<file path="src/ipd_pkg.sv">
package ipd_pkg;

  // ---------------------------------------------------------------
  // register map
  // ---------------------------------------------------------------
  localparam int unsigned ADDR_W = 12;
  localparam logic [11:0] OFS_THR_LOW = 12'h060;
  localparam logic [11:0] OFS_THR_HIGH = 12'h061;
  localparam logic [11:0] OFS_AVG_CTRL = 12'h062;
  localparam logic [11:0] OFS_PWR_LOW = 12'h063;
  localparam logic [11:0] OFS_PWR_HIGH = 12'h064;

  // ---------------------------------------------------------------
  // field layout and reset values
  // ---------------------------------------------------------------
  localparam int unsigned ENABLE_BIT = 7;
  localparam int unsigned EXP_W = 4;
  localparam int unsigned HIGH_W = 5;
  localparam int unsigned PWR_W = 13;
  localparam logic [0:0] RST_ENABLE = 1'h0;
  localparam logic [3:0] RST_EXP = 4'h0;
  localparam logic [12:0] RST_THR = 13'h0000;
  localparam logic [12:0] RST_PWR = 13'h0000;
  localparam logic [3:0] EXP_MAX = 4'ha;

  // ---------------------------------------------------------------
  // datapath sizing
  // ---------------------------------------------------------------
  localparam int unsigned SAMPLE_W = 16;
  localparam int unsigned MSB_USED = 7;
  localparam int unsigned PAIR_W = 14;
  localparam int unsigned BASE_SHIFT = 9;
  localparam int unsigned MAX_SHIFT = 19;
  localparam int unsigned CNT_W = 19;
  localparam int unsigned ACC_W = 33;
  localparam logic [12:0] PWR_SAT = 13'h1fff;

endpackage

</file>
<file path="src/ipd_detector.sv">
// Contract
// - averaging runs only while enable bit 7 of averaging control is one
// - average spans 2^(9+exponent) pairs, exponent 0 through 10
// - below threshold the readback shows the current average of I2+Q2
// - after crossing, readback holds the peak until the interrupt is cleared
// - only the seven top bits of I and Q enter the power sum
// - average compares against the 13-bit threshold, low byte and five high bits
// - crossing the threshold drives the protect flag high
`timescale 1ns/100ps
`default_nettype none

module ipd_detector (
  // clock and reset
  input wire logic sys_clk,
  input wire logic nrst,
  // register port
  input wire logic [ipd_pkg::ADDR_W-1:0] reg_addr,
  input wire logic [7:0] reg_wdata,
  input wire logic reg_wr,
  input wire logic reg_rd,
  output logic [7:0] reg_rdata,
  // sample stream
  input wire logic [ipd_pkg::SAMPLE_W-1:0] sample_i,
  input wire logic [ipd_pkg::SAMPLE_W-1:0] sample_q,
  input wire logic sample_valid,
  // interrupt register hand-off
  input wire logic irq_cleared,
  output logic power_cross_event,
  // protection
  output logic power_protect_flag
);
  import ipd_pkg::*;

  typedef struct packed {
    logic power_calc_enable;
    logic [EXP_W-1:0] averaging_length_exponent;
    logic [PWR_W-1:0] power_limit_value;
    logic [ACC_W-1:0] acc;
    logic [CNT_W-1:0] cnt;
    logic [PWR_W-1:0] measured_power_value;
    logic held;
    logic protect;
    logic event_pulse;
    logic [7:0] rdata;
  } ipd_state_type;

  ipd_state_type st_reg;
  ipd_state_type st_next;

  logic [PAIR_W-1:0] pair_power;
  logic pair_valid;

  // ---------------------------------------------------------------
  // helpers
  // ---------------------------------------------------------------
  // exponent values above the documented range behave as the top one
  function automatic logic [EXP_W-1:0] ipd_eff_exp(input logic [EXP_W-1:0] e);
    ipd_eff_exp = (e > EXP_MAX) ? EXP_MAX : e;
  endfunction

  // last count of a window of 2^(9+e) pairs
  function automatic logic [CNT_W-1:0] ipd_last_cnt(input logic [EXP_W-1:0] e);
    logic [CNT_W:0] len;
    len = (CNT_W+1)'(1) << (BASE_SHIFT + 32'(ipd_eff_exp(e)));
    ipd_last_cnt = CNT_W'(len - (CNT_W+1)'(1));
  endfunction

  // block sum divided by window length, clipped to the result width
  function automatic logic [PWR_W-1:0] ipd_mean(input logic [ACC_W-1:0] sum,
                                                input logic [EXP_W-1:0] e);
    logic [ACC_W-1:0] q;
    q = sum >> (BASE_SHIFT + 32'(ipd_eff_exp(e)));
    ipd_mean = (q > ACC_W'(PWR_SAT)) ? PWR_SAT : q[PWR_W-1:0];
  endfunction

  // ---------------------------------------------------------------
  // pair power stage
  // ---------------------------------------------------------------
  ipd_pair_power u_pair (
    .sys_clk(sys_clk),
    .nrst(nrst),
    .sample_i(sample_i),
    .sample_q(sample_q),
    .sample_valid(sample_valid),
    .pair_power(pair_power),
    .pair_valid(pair_valid)
  );

  // ---------------------------------------------------------------
  // next state
  // ---------------------------------------------------------------
  always_comb begin
    logic [ACC_W-1:0] sum;
    logic [PWR_W-1:0] mean;
    logic window_done;
    sum = '0;
    mean = '0;
    window_done = 1'b0;
    st_next = st_reg;
    st_next.event_pulse = 1'b0;

    // register writes
    if (reg_wr) begin
      case (reg_addr)
        OFS_THR_LOW: begin
          st_next.power_limit_value[7:0] = reg_wdata;
        end
        OFS_THR_HIGH: begin
          st_next.power_limit_value[PWR_W-1:8] = reg_wdata[HIGH_W-1:0];
        end
        OFS_AVG_CTRL: begin
          st_next.power_calc_enable = reg_wdata[ENABLE_BIT];
          st_next.averaging_length_exponent = reg_wdata[EXP_W-1:0];
        end
        default: begin
        end
      endcase
    end

    // release of the held peak; a new crossing below still wins
    if (irq_cleared) begin
      st_next.held = 1'b0;
      st_next.protect = 1'b0;
    end

    // accumulate over the window
    if (!st_reg.power_calc_enable) begin
      st_next.acc = '0;
      st_next.cnt = '0;
    end else if (pair_valid) begin
      sum = st_reg.acc + ACC_W'(pair_power);
      // a window shortened mid-count ends at once instead of wrapping
      window_done = (st_reg.cnt >= ipd_last_cnt(st_reg.averaging_length_exponent));
      if (window_done) begin
        mean = ipd_mean(sum, st_reg.averaging_length_exponent);
        st_next.acc = '0;
        st_next.cnt = '0;
      end else begin
        st_next.acc = sum;
        st_next.cnt = st_reg.cnt + CNT_W'(1);
      end
    end

    // result update, peak hold and threshold compare
    if (window_done) begin
      if (st_reg.held && !irq_cleared) begin
        if (mean > st_reg.measured_power_value) begin
          st_next.measured_power_value = mean;
        end
      end else begin
        st_next.measured_power_value = mean;
      end
      if (mean > st_reg.power_limit_value) begin
        st_next.held = 1'b1;
        st_next.protect = 1'b1;
        st_next.event_pulse = 1'b1;
        if (st_reg.held && !irq_cleared && mean < st_reg.measured_power_value) begin
          st_next.measured_power_value = st_reg.measured_power_value;
        end
      end
    end

    // read data, reserved bits as zero
    if (reg_rd) begin
      case (reg_addr)
        OFS_THR_LOW: st_next.rdata = st_reg.power_limit_value[7:0];
        OFS_THR_HIGH: st_next.rdata = {3'h0, st_reg.power_limit_value[PWR_W-1:8]};
        OFS_AVG_CTRL: st_next.rdata = {st_reg.power_calc_enable, 3'h0,
                                       st_reg.averaging_length_exponent};
        OFS_PWR_LOW: st_next.rdata = st_reg.measured_power_value[7:0];
        OFS_PWR_HIGH: st_next.rdata = {3'h0, st_reg.measured_power_value[PWR_W-1:8]};
        default: st_next.rdata = 8'h00;
      endcase
    end
  end

  // ---------------------------------------------------------------
  // state register
  // ---------------------------------------------------------------
  always_ff @(posedge sys_clk or negedge nrst) begin
    if (!nrst) begin
      st_reg <= '0;
      st_reg.power_calc_enable <= RST_ENABLE;
      st_reg.averaging_length_exponent <= RST_EXP;
      st_reg.power_limit_value <= RST_THR;
      st_reg.measured_power_value <= RST_PWR;
    end else begin
      st_reg <= st_next;
    end
  end

  assign reg_rdata = st_reg.rdata;
  assign power_cross_event = st_reg.event_pulse;
  assign power_protect_flag = st_reg.protect;

endmodule

`default_nettype wire

</file>
<file path="src/ipd_pair_power.sv">
`timescale 1ns/100ps
`default_nettype none

module ipd_pair_power (
  // clock and reset
  input wire logic sys_clk,
  input wire logic nrst,
  // sample input
  input wire logic [ipd_pkg::SAMPLE_W-1:0] sample_i,
  input wire logic [ipd_pkg::SAMPLE_W-1:0] sample_q,
  input wire logic sample_valid,
  // pair power output
  output logic [ipd_pkg::PAIR_W-1:0] pair_power,
  output logic pair_valid
);
  import ipd_pkg::*;

  typedef struct packed {
    logic [PAIR_W-1:0] power;
    logic valid;
  } ipd_pp_state_type;

  ipd_pp_state_type st_reg;
  ipd_pp_state_type st_next;

  logic signed [MSB_USED-1:0] i_top;
  logic signed [MSB_USED-1:0] q_top;
  logic signed [PAIR_W-1:0] sq_i;
  logic signed [PAIR_W-1:0] sq_q;

  // ---------------------------------------------------------------
  // squares of the upper bits only
  // ---------------------------------------------------------------
  assign i_top = sample_i[SAMPLE_W-1 -: MSB_USED];
  assign q_top = sample_q[SAMPLE_W-1 -: MSB_USED];
  assign sq_i = PAIR_W'(i_top) * PAIR_W'(i_top);
  assign sq_q = PAIR_W'(q_top) * PAIR_W'(q_top);

  always_comb begin
    st_next = st_reg;
    st_next.valid = sample_valid;
    if (sample_valid) begin
      st_next.power = PAIR_W'(unsigned'(sq_i) + unsigned'(sq_q));
    end
  end

  always_ff @(posedge sys_clk or negedge nrst) begin
    if (!nrst) begin
      st_reg <= '0;
    end else begin
      st_reg <= st_next;
    end
  end

  assign pair_power = st_reg.power;
  assign pair_valid = st_reg.valid;

endmodule

`default_nettype wire

</file>
<file path="config.mk">
export PLATFORM = sky130hd
export DESIGN_NAME = ipd_detector
export DESIGN_NICKNAME = d
export VERILOG_FILES = /design/src/ipd_pkg.sv /design/src/ipd_detector.sv /design/src/ipd_pair_power.sv
export SDC_FILE = /design/constraint.sdc
export NUM_CORES = 1
export LEC_CHECK = 0
export ABC_AREA = 1
export BUFFER_PORTS_ARGS = -buffer_cell sky130_fd_sc_hd__buf_2
export CELL_PAD_IN_SITES_DETAIL_PLACEMENT = 0
export CELL_PAD_IN_SITES_GLOBAL_PLACEMENT = 1
export CORE_ASPECT_RATIO = 0.5
export CORE_MARGIN = 2
export CORE_UTILIZATION = 50
export CTS_CLUSTER_DIAMETER = 80
export CTS_CLUSTER_SIZE = 40
export DETAILED_ROUTE_END_ITERATION = 7
export PLACE_DENSITY_LB_ADDON = 0.1
export REMOVE_ABC_BUFFERS = 1
export SLEW_MARGIN = 0
export SYNTH_ARGS = -nofsm -noshare
export SYNTH_HDL_FRONTEND = slang
export SYNTH_SLANG_ARGS = --single-unit
export TNS_END_PERCENT = 10
</file>
<file path="constraint.sdc">
create_clock -name sys_clk -period 11.3 [get_ports sys_clk]
set_input_delay 0.565 -clock sys_clk [delete_from_list [all_inputs] [get_ports sys_clk]]
set_output_delay 0.565 -clock sys_clk [all_outputs]
set_load 0.05 [all_outputs]
</file>
==> results of run 1 <==
report_power, final:
group          internal [uW]  leakage [uW]  switching (uW)  total [uW]
Sequential               420       0.00149            16.7         437
Clock                    168      0.000151             165         333
Combinational            541       0.00514             694        1240
Total                   1130       0.00678             876        2000
cell type report:
cell class,instances,area share
inverters,292,0.0863
repair buffers,57,0.0242
well taps,307,0.0302
clock buffers,11,0.0199
flip-flops and latches,109,0.215
multi-input cells,1168,0.621
clock inverters,5,0.00384
per-stage QoR:
stage	cell area (sq um)	hold WS (ns)	total power, uW
2_1_floorplan	11700	0.269	1440
3_3_place_gp	12400	0.459	1660
3_5_place_dp	12400	0.460	1700
4_1_cts	12700	0.333	2040
5_1_grt	12700	0.371	2250
6_report	12700	0.302	2000
layer usage:
layer,part of all wire,vias to the layer above,GRT usage,wire length [um]
met4,0.015,0,0.0568,452
li1,-,5169,-,-
met2,0.46,218,0.427,13700
met5,0,-,0,0
met1,0.48,4821,0.338,14100
met3,0.040,36,0.0293,1170
cells in the final DEF (no fill, tap or decap), types with 6 or more instances in the layout:
cell type,synthesis,layout
buf_2,8,48
xnor2_1,23,23
inv_1,282,282
conb_1,2,6
and2_1,17,17
nor2_2,9,9
nor3_1,14,14
nand2_1,413,413
buf_4,9,9
o211ai_1,9,9
nand3_1,130,130
xor2_1,33,33
a21oi_1,38,38
nand2_2,14,14
inv_2,6,6
o22ai_1,39,39
ha_1,101,101
nor2_1,76,76
or2_2,7,7
o21ai_0,72,72
nand4_1,21,21
dfrtp_1,109,109
nand3_2,15,15
clkbuf_16,0,9
fa_1,86,86
cell families (layout without fill, tap and decap cells):
family	after synthesis	in the layout	synth area share
muxes	4	4	0.00367
DFF	109	109	0.229
adders and majority gates	187	187	0.250
other	2	6	0.000630
xor gates and xnor gates	56	56	0.0411
buffers and inverters	339	365	0.111
and+or+nand+nor	735	735	0.278
AOI/OAI and AO/OA	180	180	0.0865
worst max-delay path, delay by kind of cell, from the launching register on:
family	cells	cell delay, ns
AO/OA/AOI/OAI	6	0.86
AND/OR/NAND/NOR	15	2.39
flip-flops	1	0.76
buffers and inverters	7	1.85
adder cells (fa/ha/maj)	2	0.60
XOR/XNOR	1	0.17
Yosys cell counts, types with 3 or more instances:
cell type | instances | share of area
o32a_1 | 4 | 0.0034
nand3b_1 | 3 | 0.0019
nand2_2 | 14 | 0.0073
buf_2 | 8 | 0.0034
inv_1 | 282 | 0.089
o31ai_1 | 5 | 0.0031
dfrtp_1 | 109 | 0.23
nand3_2 | 15 | 0.013
nor2_4 | 3 | 0.0028
a31oi_1 | 5 | 0.0026
or2_2 | 7 | 0.0037
fa_1 | 86 | 0.14
nand4_1 | 21 | 0.011
inv_2 | 6 | 0.0019
clkbuf_1 | 27 | 0.0085
xnor2_1 | 23 | 0.017
a21oi_1 | 38 | 0.016
o22ai_1 | 39 | 0.020
xor2_1 | 33 | 0.024
and2_1 | 17 | 0.0089
clkinv_1 | 4 | 0.0013
nand2_1 | 413 | 0.13
nor3_1 | 14 | 0.0059
mux2_2 | 3 | 0.0028
o21ai_0 | 72 | 0.030
ha_1 | 101 | 0.11
nor2_1 | 76 | 0.024
buf_4 | 9 | 0.0057
nor2_2 | 9 | 0.0047
nand3_1 | 130 | 0.055
o211ai_1 | 9 | 0.0057
final timing paths:
| check | depth (start not counted) | startpoint | end |
|---|---|---|---|
| max in group asynchronous | 2 | nrst | st_reg[55] |
| setup reg to reg | 31 | st_reg[92] | st_reg[16] |
| min in group sys_clk | 1 | sample_valid | u_pair.pair_valid |
| setup / recovery | 31 | st_reg[92] | st_reg[16] |
| hold / removal | 1 | nrst | reg_rdata[7] |
| hold reg to reg | 2 | reg_rdata[4] | reg_rdata[4] |
==> impl_metrics.json, run 1 <==
{
  "grt_util_all_layers": 0.248,
  "finalCritPeriodShare": 0.598,
  "clk_path_buf_depth": 2,
  "cts-root-buf": "clkbuf_16",
  "row_count": 39,
  "syn-cell-area_sq_um": 11900,
  "crit_arrival_ns": 7.01,
  "crit_path_start_kind": "flip-flop",
  "die_area_sq_um": 25200,
  "synth_cell_type_count": 51,
  "holdCritPathClass": "input port to asynchronous set/reset pin",
  "worst_path_most_repeated_cell": "nand2_1",
  "die_y_um": 113,
  "relSlewSlack": 0.373,
  "avgSynthCellArea_sq_um": 7.40,
  "min_period_ns": 6.75,
  "rrSetupSlack_ns": 4.55,
  "maxCapViolCount": 0,
  "fillers": 2277,
  "post-cts-setup-buffers": 0,
  "numCtsBuffers": 9,
  "worst_pin_slew_ns": 0.938,
  "routedWlPerCell_um": 15.1,
  "clk_pin_slew_ns": 0.08,
  "ys.flop_type": "dfrtp_1",
  "pre_cts_slack_ns": 4.63,
  "cts-resized-gates": 0,
  "rsz0062_at_grt": "false",
  "required_ns": 11.56,
  "drc": 0,
  "synth-edff-count": 0,
  "drive_gt1_frac": 0.0834,
  "start_util": 0.516,
  "coreArea_sq_um": 23100,
  "synth_warnings": 0,
  "hold_buffers": 0,
  "largest_reg_flops": 84,
  "drt_iter0_drc": 762,
  "setup_tns_ns": 0,
  "grt_pass1_vias": 10200,
  "dr.pass1.iters": 5,
  "max_freq_mhz": 148,
  "status": "finished clean",
  "ys_ff_latch": 109,
  "grt_max_degree": 64,
  "cts.sinks": 109,
  "wirelength_um": 29400,
  "multiInputGateArea_sq_um": 7890,
  "syn_to_final_growth_pct": 6.55,
  "p_per_area_nw_per_um2": 158,
  "seq_area_sq_um": 2730,
  "io_buffer_count": 49,
  "gp_congestion": 0.906,
  "cts_tree": "done",
  "ioPinCount": 68,
  "grt_overflow": 0,
  "critPathSlowestCell": "dfrtp_1",
  "ant_nets": 0,
  "worst-setup-path-type": "flip-flop to flip-flop",
  "die_w_um": 222,
  "post-route-util": 0.549,
  "grt_pass1_wl_um": 50200,
  "insertion_delay_ns": 0.37,
  "placed_cells": 1933,
  "hold_viol_final": 0,
  "slowest_delay_ns": 0.76,
  "finalMaxSlewViolations": 0,
  "endpoint_kind": "flip-flop",
  "async_flop_share": 1.00,
  "finalSetupViolCount": 0,
  "routed_via_density": 5.26,
  "seq_area_frac_synth": 0.229,
  "htree_num_levels": 3,
  "peakVddDrop_mv": 0.133,
  "hpwl_um": 23700,
  "antenna_cells": 0,
  "finalNetCount": 1882,
  "fin_ws_ns": 4.55,
  "antenna_found_initial": 0,
  "netlist_instances": 1612,
  "vias": 10200,
  "layout.cells.non_filler": 1949,
  "skew_ns": 0.00630,
  "leakagePower_uw": 0.00678,
  "crit_fanout": 24
}
No activity file was read; power rests on OpenSTA's default activity.
==> run 2, diff against run 1 <==
--- a/config.mk
+++ b/config.mk
@@ -11,7 +11,7 @@
 export CELL_PAD_IN_SITES_GLOBAL_PLACEMENT = 1
 export CORE_ASPECT_RATIO = 0.5
 export CORE_MARGIN = 2
-export CORE_UTILIZATION = 50
+export CORE_UTILIZATION = 47
 export CTS_CLUSTER_DIAMETER = 80
 export CTS_CLUSTER_SIZE = 40
 export DETAILED_ROUTE_END_ITERATION = 7
==> constraint.sdc (replaced) <==
create_clock -name sys_clk -period 6.7 [get_ports sys_clk]
set_input_delay 0.335 -clock sys_clk [delete_from_list [all_inputs] [get_ports sys_clk]]
set_output_delay 0.335 -clock sys_clk [all_outputs]
set_load 0.05 [all_outputs]
==> run 2 against run 1 <==
  * Combinational power increased by 68%
  * Flip-flop and latch count unchanged
  * Cell count increased by 2.1%
  * Largest cell class unchanged
  * Via count about the same
  * Fmax increased by 14%
  * Clock-buffer cell count decreased by 2
  * Utilization decreased by 4.0 points
  * Final area increased by 0.58%
  * Critical path depth unchanged
==> impl_metrics.json, run 2 (synthesis results as in run 1) <==
{
  "endpoint_kind": "flip-flop",
  "grt_pass1_vias": 10200,
  "holdCritPathClass": "input port to asynchronous set/reset pin",
  "setup_tns_ns": 0,
  "use_met1": 0.316,
  "gr-usage-met2": 0.427,
  "post-route-util": 0.509,
  "clk_pin_slew_ns": 0.08,
  "seq_area_sq_um": 2730,
  "htree_num_levels": 3,
  "multiInputGateArea_sq_um": 7890,
  "antenna_cells": 0,
  "grt_util_all_layers": 0.240,
  "layout_common_cells": "nand2_1, inv_1, nand3_1",
  "met3_usage": 0.0303,
  "die_y_um": 117,
  "relSlewSlack": 0.425,
  "start_util": 0.475,
  "largest_reg_flops": 84,
  "finalSetupViolCount": 0,
  "die_area_sq_um": 26700,
  "min_period_ns": 5.95,
  "cts_tree": "done",
  "top_usage_layer": "met2",
  "cts-root-buf": "clkbuf_16",
  "drt_iter0_drc": 613,
  "cts-resized-gates": 0,
  "skew_ns": 0.0130,
  "status": "finished clean",
  "row_count": 41,
  "fin_ws_ns": 0.753,
  "grt_overflow": 0,
  "p_per_area_nw_per_um2": 264,
  "maxCapViolCount": 0,
  "syn_to_final_growth_pct": 7.17,
  "finalCritPeriodShare": 0.888,
  "coreArea_sq_um": 25100,
  "gp_congestion": 0.914,
  "post-cts-setup-buffers": 0,
  "hold_buffers": 0,
  "clk_path_buf_depth": 2,
  "drc": 0,
  "cts.sinks": 109,
  "pre_cts_slack_ns": 0.791,
  "finalMaxSlewViolations": 0,
  "insertion_delay_ns": 0.37,
  "fillers": 2494,
  "finalInstanceArea_sq_um": 12800,
  "ioPinCount": 68,
  "crit_fanout": 25,
  "required_ns": 6.97,
  "placed_area_sq_um": 12500,
  "finalNetCount": 1886,
  "hpwl_um": 24800,
  "worst_pin_slew_ns": 0.859,
  "worst-setup-path-type": "flip-flop to flip-flop",
  "crit_arrival_ns": 6.22,
  "rsz0062_at_grt": "false",
  "grt_pass1_wl_um": 51300,
  "peakVddDrop_mv": 0.253,
  "vias": 10300,
  "holdWs_ns": 0.0171,
  "routed_via_density": 5.15,
  "leakagePower_uw": 0.00680,
  "drive_gt1_frac": 0.0857,
  "io_buffer_count": 49,
  "dr.pass1.iters": 5,
  "critPathSlowestCell": "nor2_1",
  "ant_nets": 0,
  "hold_viol_final": 0,
  "grt_max_degree": 58,
  "antenna_found_initial": 0,
  "numCtsBuffers": 9,
  "final_common_cell": "nand2_1",
  "die_w_um": 229,
  "max_freq_mhz": 168,
  "wirelength_um": 30100,
  "worst_path_most_repeated_cell": "nand2_1",
  "crit_path_start_kind": "flip-flop",
  "routedWlPerCell_um": 15.1,
  "slowest_delay_ns": 0.68
}
-- run 2: worst paths after layout --
kind / from / slack (ns) / to / cells past startpoint
setup / recovery: st_reg[90] / 0.75 / st_reg[14] / 31
max in group asynchronous: nrst / 5.44 / u_pair.pair_power[13] / 2
setup reg to reg: st_reg[90] / 0.75 / st_reg[14] / 31
min in group sys_clk: reg_wdata[5] / 0.20 / st_reg[81] / 2
hold reg to reg: reg_rdata[4] / 0.48 / reg_rdata[4] / 2
hold / removal: nrst / 0.02 / st_reg[80] / 1
-- run 2: worst max-delay path: cells and delay by family, from the launching register on --
| kind | cells | cell delay (ns) |
|---|---|---|
| flops | 1 | 0.47 |
| simple gates | 21 | 3.49 |
| fa+ha+maj | 2 | 0.45 |
| compound gates | 2 | 0.31 |
| buf+inv | 6 | 1.14 |
-- run 2: per-layer routing --
layer | up-vias | part of all wire
met1 | 4870 | 0.48
met2 | 183 | 0.47
li1 | 5169 | -
met3 | 32 | 0.036
met5 | - | 0
met4 | 0 | 0.017
-- run 2: per-stage QoR --
stage,power [uW],std cells
floorplan,2420,1569
global placement,2800,1974
detailed placement,2870,1974
CTS,3450,1990
global route,3790,1990
finish,3380,1990
-- run 2: where the power goes --
| part | internal [uW] | switching, uW |
|---|---|---|
| clock | 293 | 273 |
| sequential | 709 | 25.3 |
| combinational | 907 | 1170 |
-- run 2: cell type report --
type | instances | share of cell area
multi-input combinational | 1168 | 0.617
sequential | 109 | 0.213
inverter | 292 | 0.0858
tap | 344 | 0.0337
timing repair buffer | 61 | 0.0264
clock buffer | 9 | 0.0176
clock inverter | 7 | 0.00578
==> run 3, diff against run 2 <==
==> constraint.sdc (replaced) <==
create_clock -name sys_clk -period 6.7 [get_ports sys_clk]
set_input_delay 0 -clock sys_clk [delete_from_list [all_inputs] [get_ports sys_clk]]
set_output_delay 0 -clock sys_clk [all_outputs]
set_load 0.05 [all_outputs]
==> run 3 against run 2 <==
  * Clock skew grew 0.0015 ns
  * Sequential share of layout area down 0.18 points
  * Wire length grew 1.8%
  * Flip-flop and latch count unchanged
  * Non-clock buffer count rose by 13
  * Sequential power about the same
  * Highest routed layer unchanged
==> impl_metrics.json, run 3 (synthesis results as in run 1) <==
{
  "cts_tree": "done",
  "use_met1": 0.318,
  "numCtsBuffers": 9,
  "syn_to_final_growth_pct": 8.06,
  "worst_pin_slew_ns": 0.745,
  "die_area_sq_um": 26700,
  "crit_arrival_ns": 5.97,
  "clk_path_buf_depth": 2,
  "hold_viol_final": 0,
  "finalMaxSlewViolations": 0,
  "leakagePower_uw": 0.00683,
  "grt_pass1_vias": 10300,
  "row_count": 41,
  "cts.sinks": 109,
  "hpwl_um": 24800,
  "drt_iter0_drc": 671,
  "cts-root-buf": "clkbuf_16",
  "max_freq_mhz": 175,
  "multiInputGateArea_sq_um": 7890,
  "finalNetCount": 1899,
  "dr.pass1.iters": 5,
  "required_ns": 6.96,
  "crit_family": "simple AND/OR/NAND/NOR gates",
  "largest_reg_flops": 84,
  "fillers": 2493,
  "finalSetupViolCount": 0,
  "worst-setup-path-type": "flip-flop to flip-flop",
  "htree_num_levels": 3,
  "clk_pin_slew_ns": 0.07,
  "relSlewSlack": 0.499,
  "antenna_cells": 0,
  "finalCritPeriodShare": 0.852,
  "met3_usage": 0.0339,
  "ioPinCount": 68,
  "cp.buffers_inverters": 3,
  "gr-usage-met2": 0.412,
  "wirelength_um": 30600,
  "skew_ns": 0.0145,
  "maxCapViolCount": 0,
  "grt_util_all_layers": 0.240,
  "crit_path_start_kind": "flip-flop",
  "status": "finished clean",
  "slowest_delay_ns": 0.55,
  "seq_area_sq_um": 2730,
  "critPathSlowestCell": "nor2_2",
  "ant_nets": 0,
  "gp_congestion": 0.919,
  "grt_pass1_wl_um": 51300,
  "min_period_ns": 5.71,
  "antenna_found_initial": 0,
  "layout_common_cells": "nand2_1, inv_1, nand3_1",
  "top_usage_layer": "met2",
  "endpoint_kind": "flip-flop",
  "holdCritPathClass": "input port to flip-flop",
  "start_util": 0.475,
  "final_common_cell": "nand2_1",
  "coreArea_sq_um": 25100,
  "power_uw": 3350,
  "drive_gt1_frac": 0.0862,
  "crit_fanout": 14,
  "setup_tns_ns": 0,
  "rsz0062_at_grt": "false",
  "drc": 0,
  "p_per_area_nw_per_um2": 260,
  "routedWlPerCell_um": 15.3,
  "insertion_delay_ns": 0.38,
  "peakVddDrop_mv": 0.227,
  "die_w_um": 229,
  "vias": 10300,
  "io_buffer_count": 49,
  "die_y_um": 117,
  "worst_path_most_repeated_cell": "nand2_1",
  "grt_max_degree": 57,
  "routed_via_density": 5.16,
  "grt_overflow": 0
}
## run 3: final cells by class
cell class	count	area share
Tap cell	344	0.0334
Inverter	292	0.0851
Timing Repair Buffer	74	0.0361
Multi-Input combinational cell	1168	0.612
Clock buffer	9	0.0175
Clock inverter	7	0.00388
Sequential cell	109	0.212
## run 3: report_power, final
| group | leakage [uW] | internal, uW | switching, uW | total [uW] |
|---|---|---|---|---|
| combinational | 0.00522 | 909 | 1180 | 2080 |
| clock | 0.000128 | 254 | 274 | 528 |
| sequential | 0.00149 | 709 | 25.1 | 734 |
| total | 0.00683 | 1870 | 1470 | 3350 |
## run 3: layer usage
layer	vias to the layer above	wire length (um)
met1	4896	14800
met3	47	1130
met4	0	779
li1	5187	-
met5	-	0
met2	205	14000
## run 3: repair_timing
action | 4_1_cts | 5_1_grt
setup buffers | 0 | 0
endpoints found under the setup margin | 0 | 2
hold buffers | 12 | 0
hold endpoints to repair | 81 | 0
resized for setup | 0 | 1
## run 3: worst reg2reg max path, delay by kind of cell, from the launching register on
| family | cells | cell delay, ns |
|---|---|---|
| adder cells (fa/ha/maj) | 3 | 0.95 |
| AO/OA/AOI/OAI | 3 | 0.51 |
| flip-flops | 1 | 0.40 |
| buffers and inverters | 3 | 0.51 |
| AND/OR/NAND/NOR | 24 | 3.25 |
## run 3: path summary, 6_finish.rpt
check                                  endpoint                 start  cells after the start  slack [ns]
max in group asynchronous  u_pair.pair_power[6]                  nrst                      3        5.25
setup reg to reg                     st_reg[13]  u_pair.pair_power[0]                     33        0.99
min in group asynchronous            st_reg[80]                  nrst                      2        0.20
hold / removal                     reg_rdata[7]           reg_addr[0]                      4        0.12
hold reg to reg                    reg_rdata[5]          reg_rdata[5]                      2        0.48
setup / recovery                     st_reg[13]  u_pair.pair_power[0]                     33        0.99
## run 3: per-stage QoR
step                      worst slack [ns]  hold slack [ns]  cells  cell area, sq um  utilization
final                                0.991            0.117   2003             12900        0.514
after global routing                 0.318            0.135   2003             12900        0.514
after CTS                            0.663           0.0949   2003             12900        0.514
after detailed placement             0.685           0.0977   1975             12500        0.498
after global placement               0.818           0.0817   1975             12500        0.498
after floorplan                       1.08           -0.296   1569             11700            -
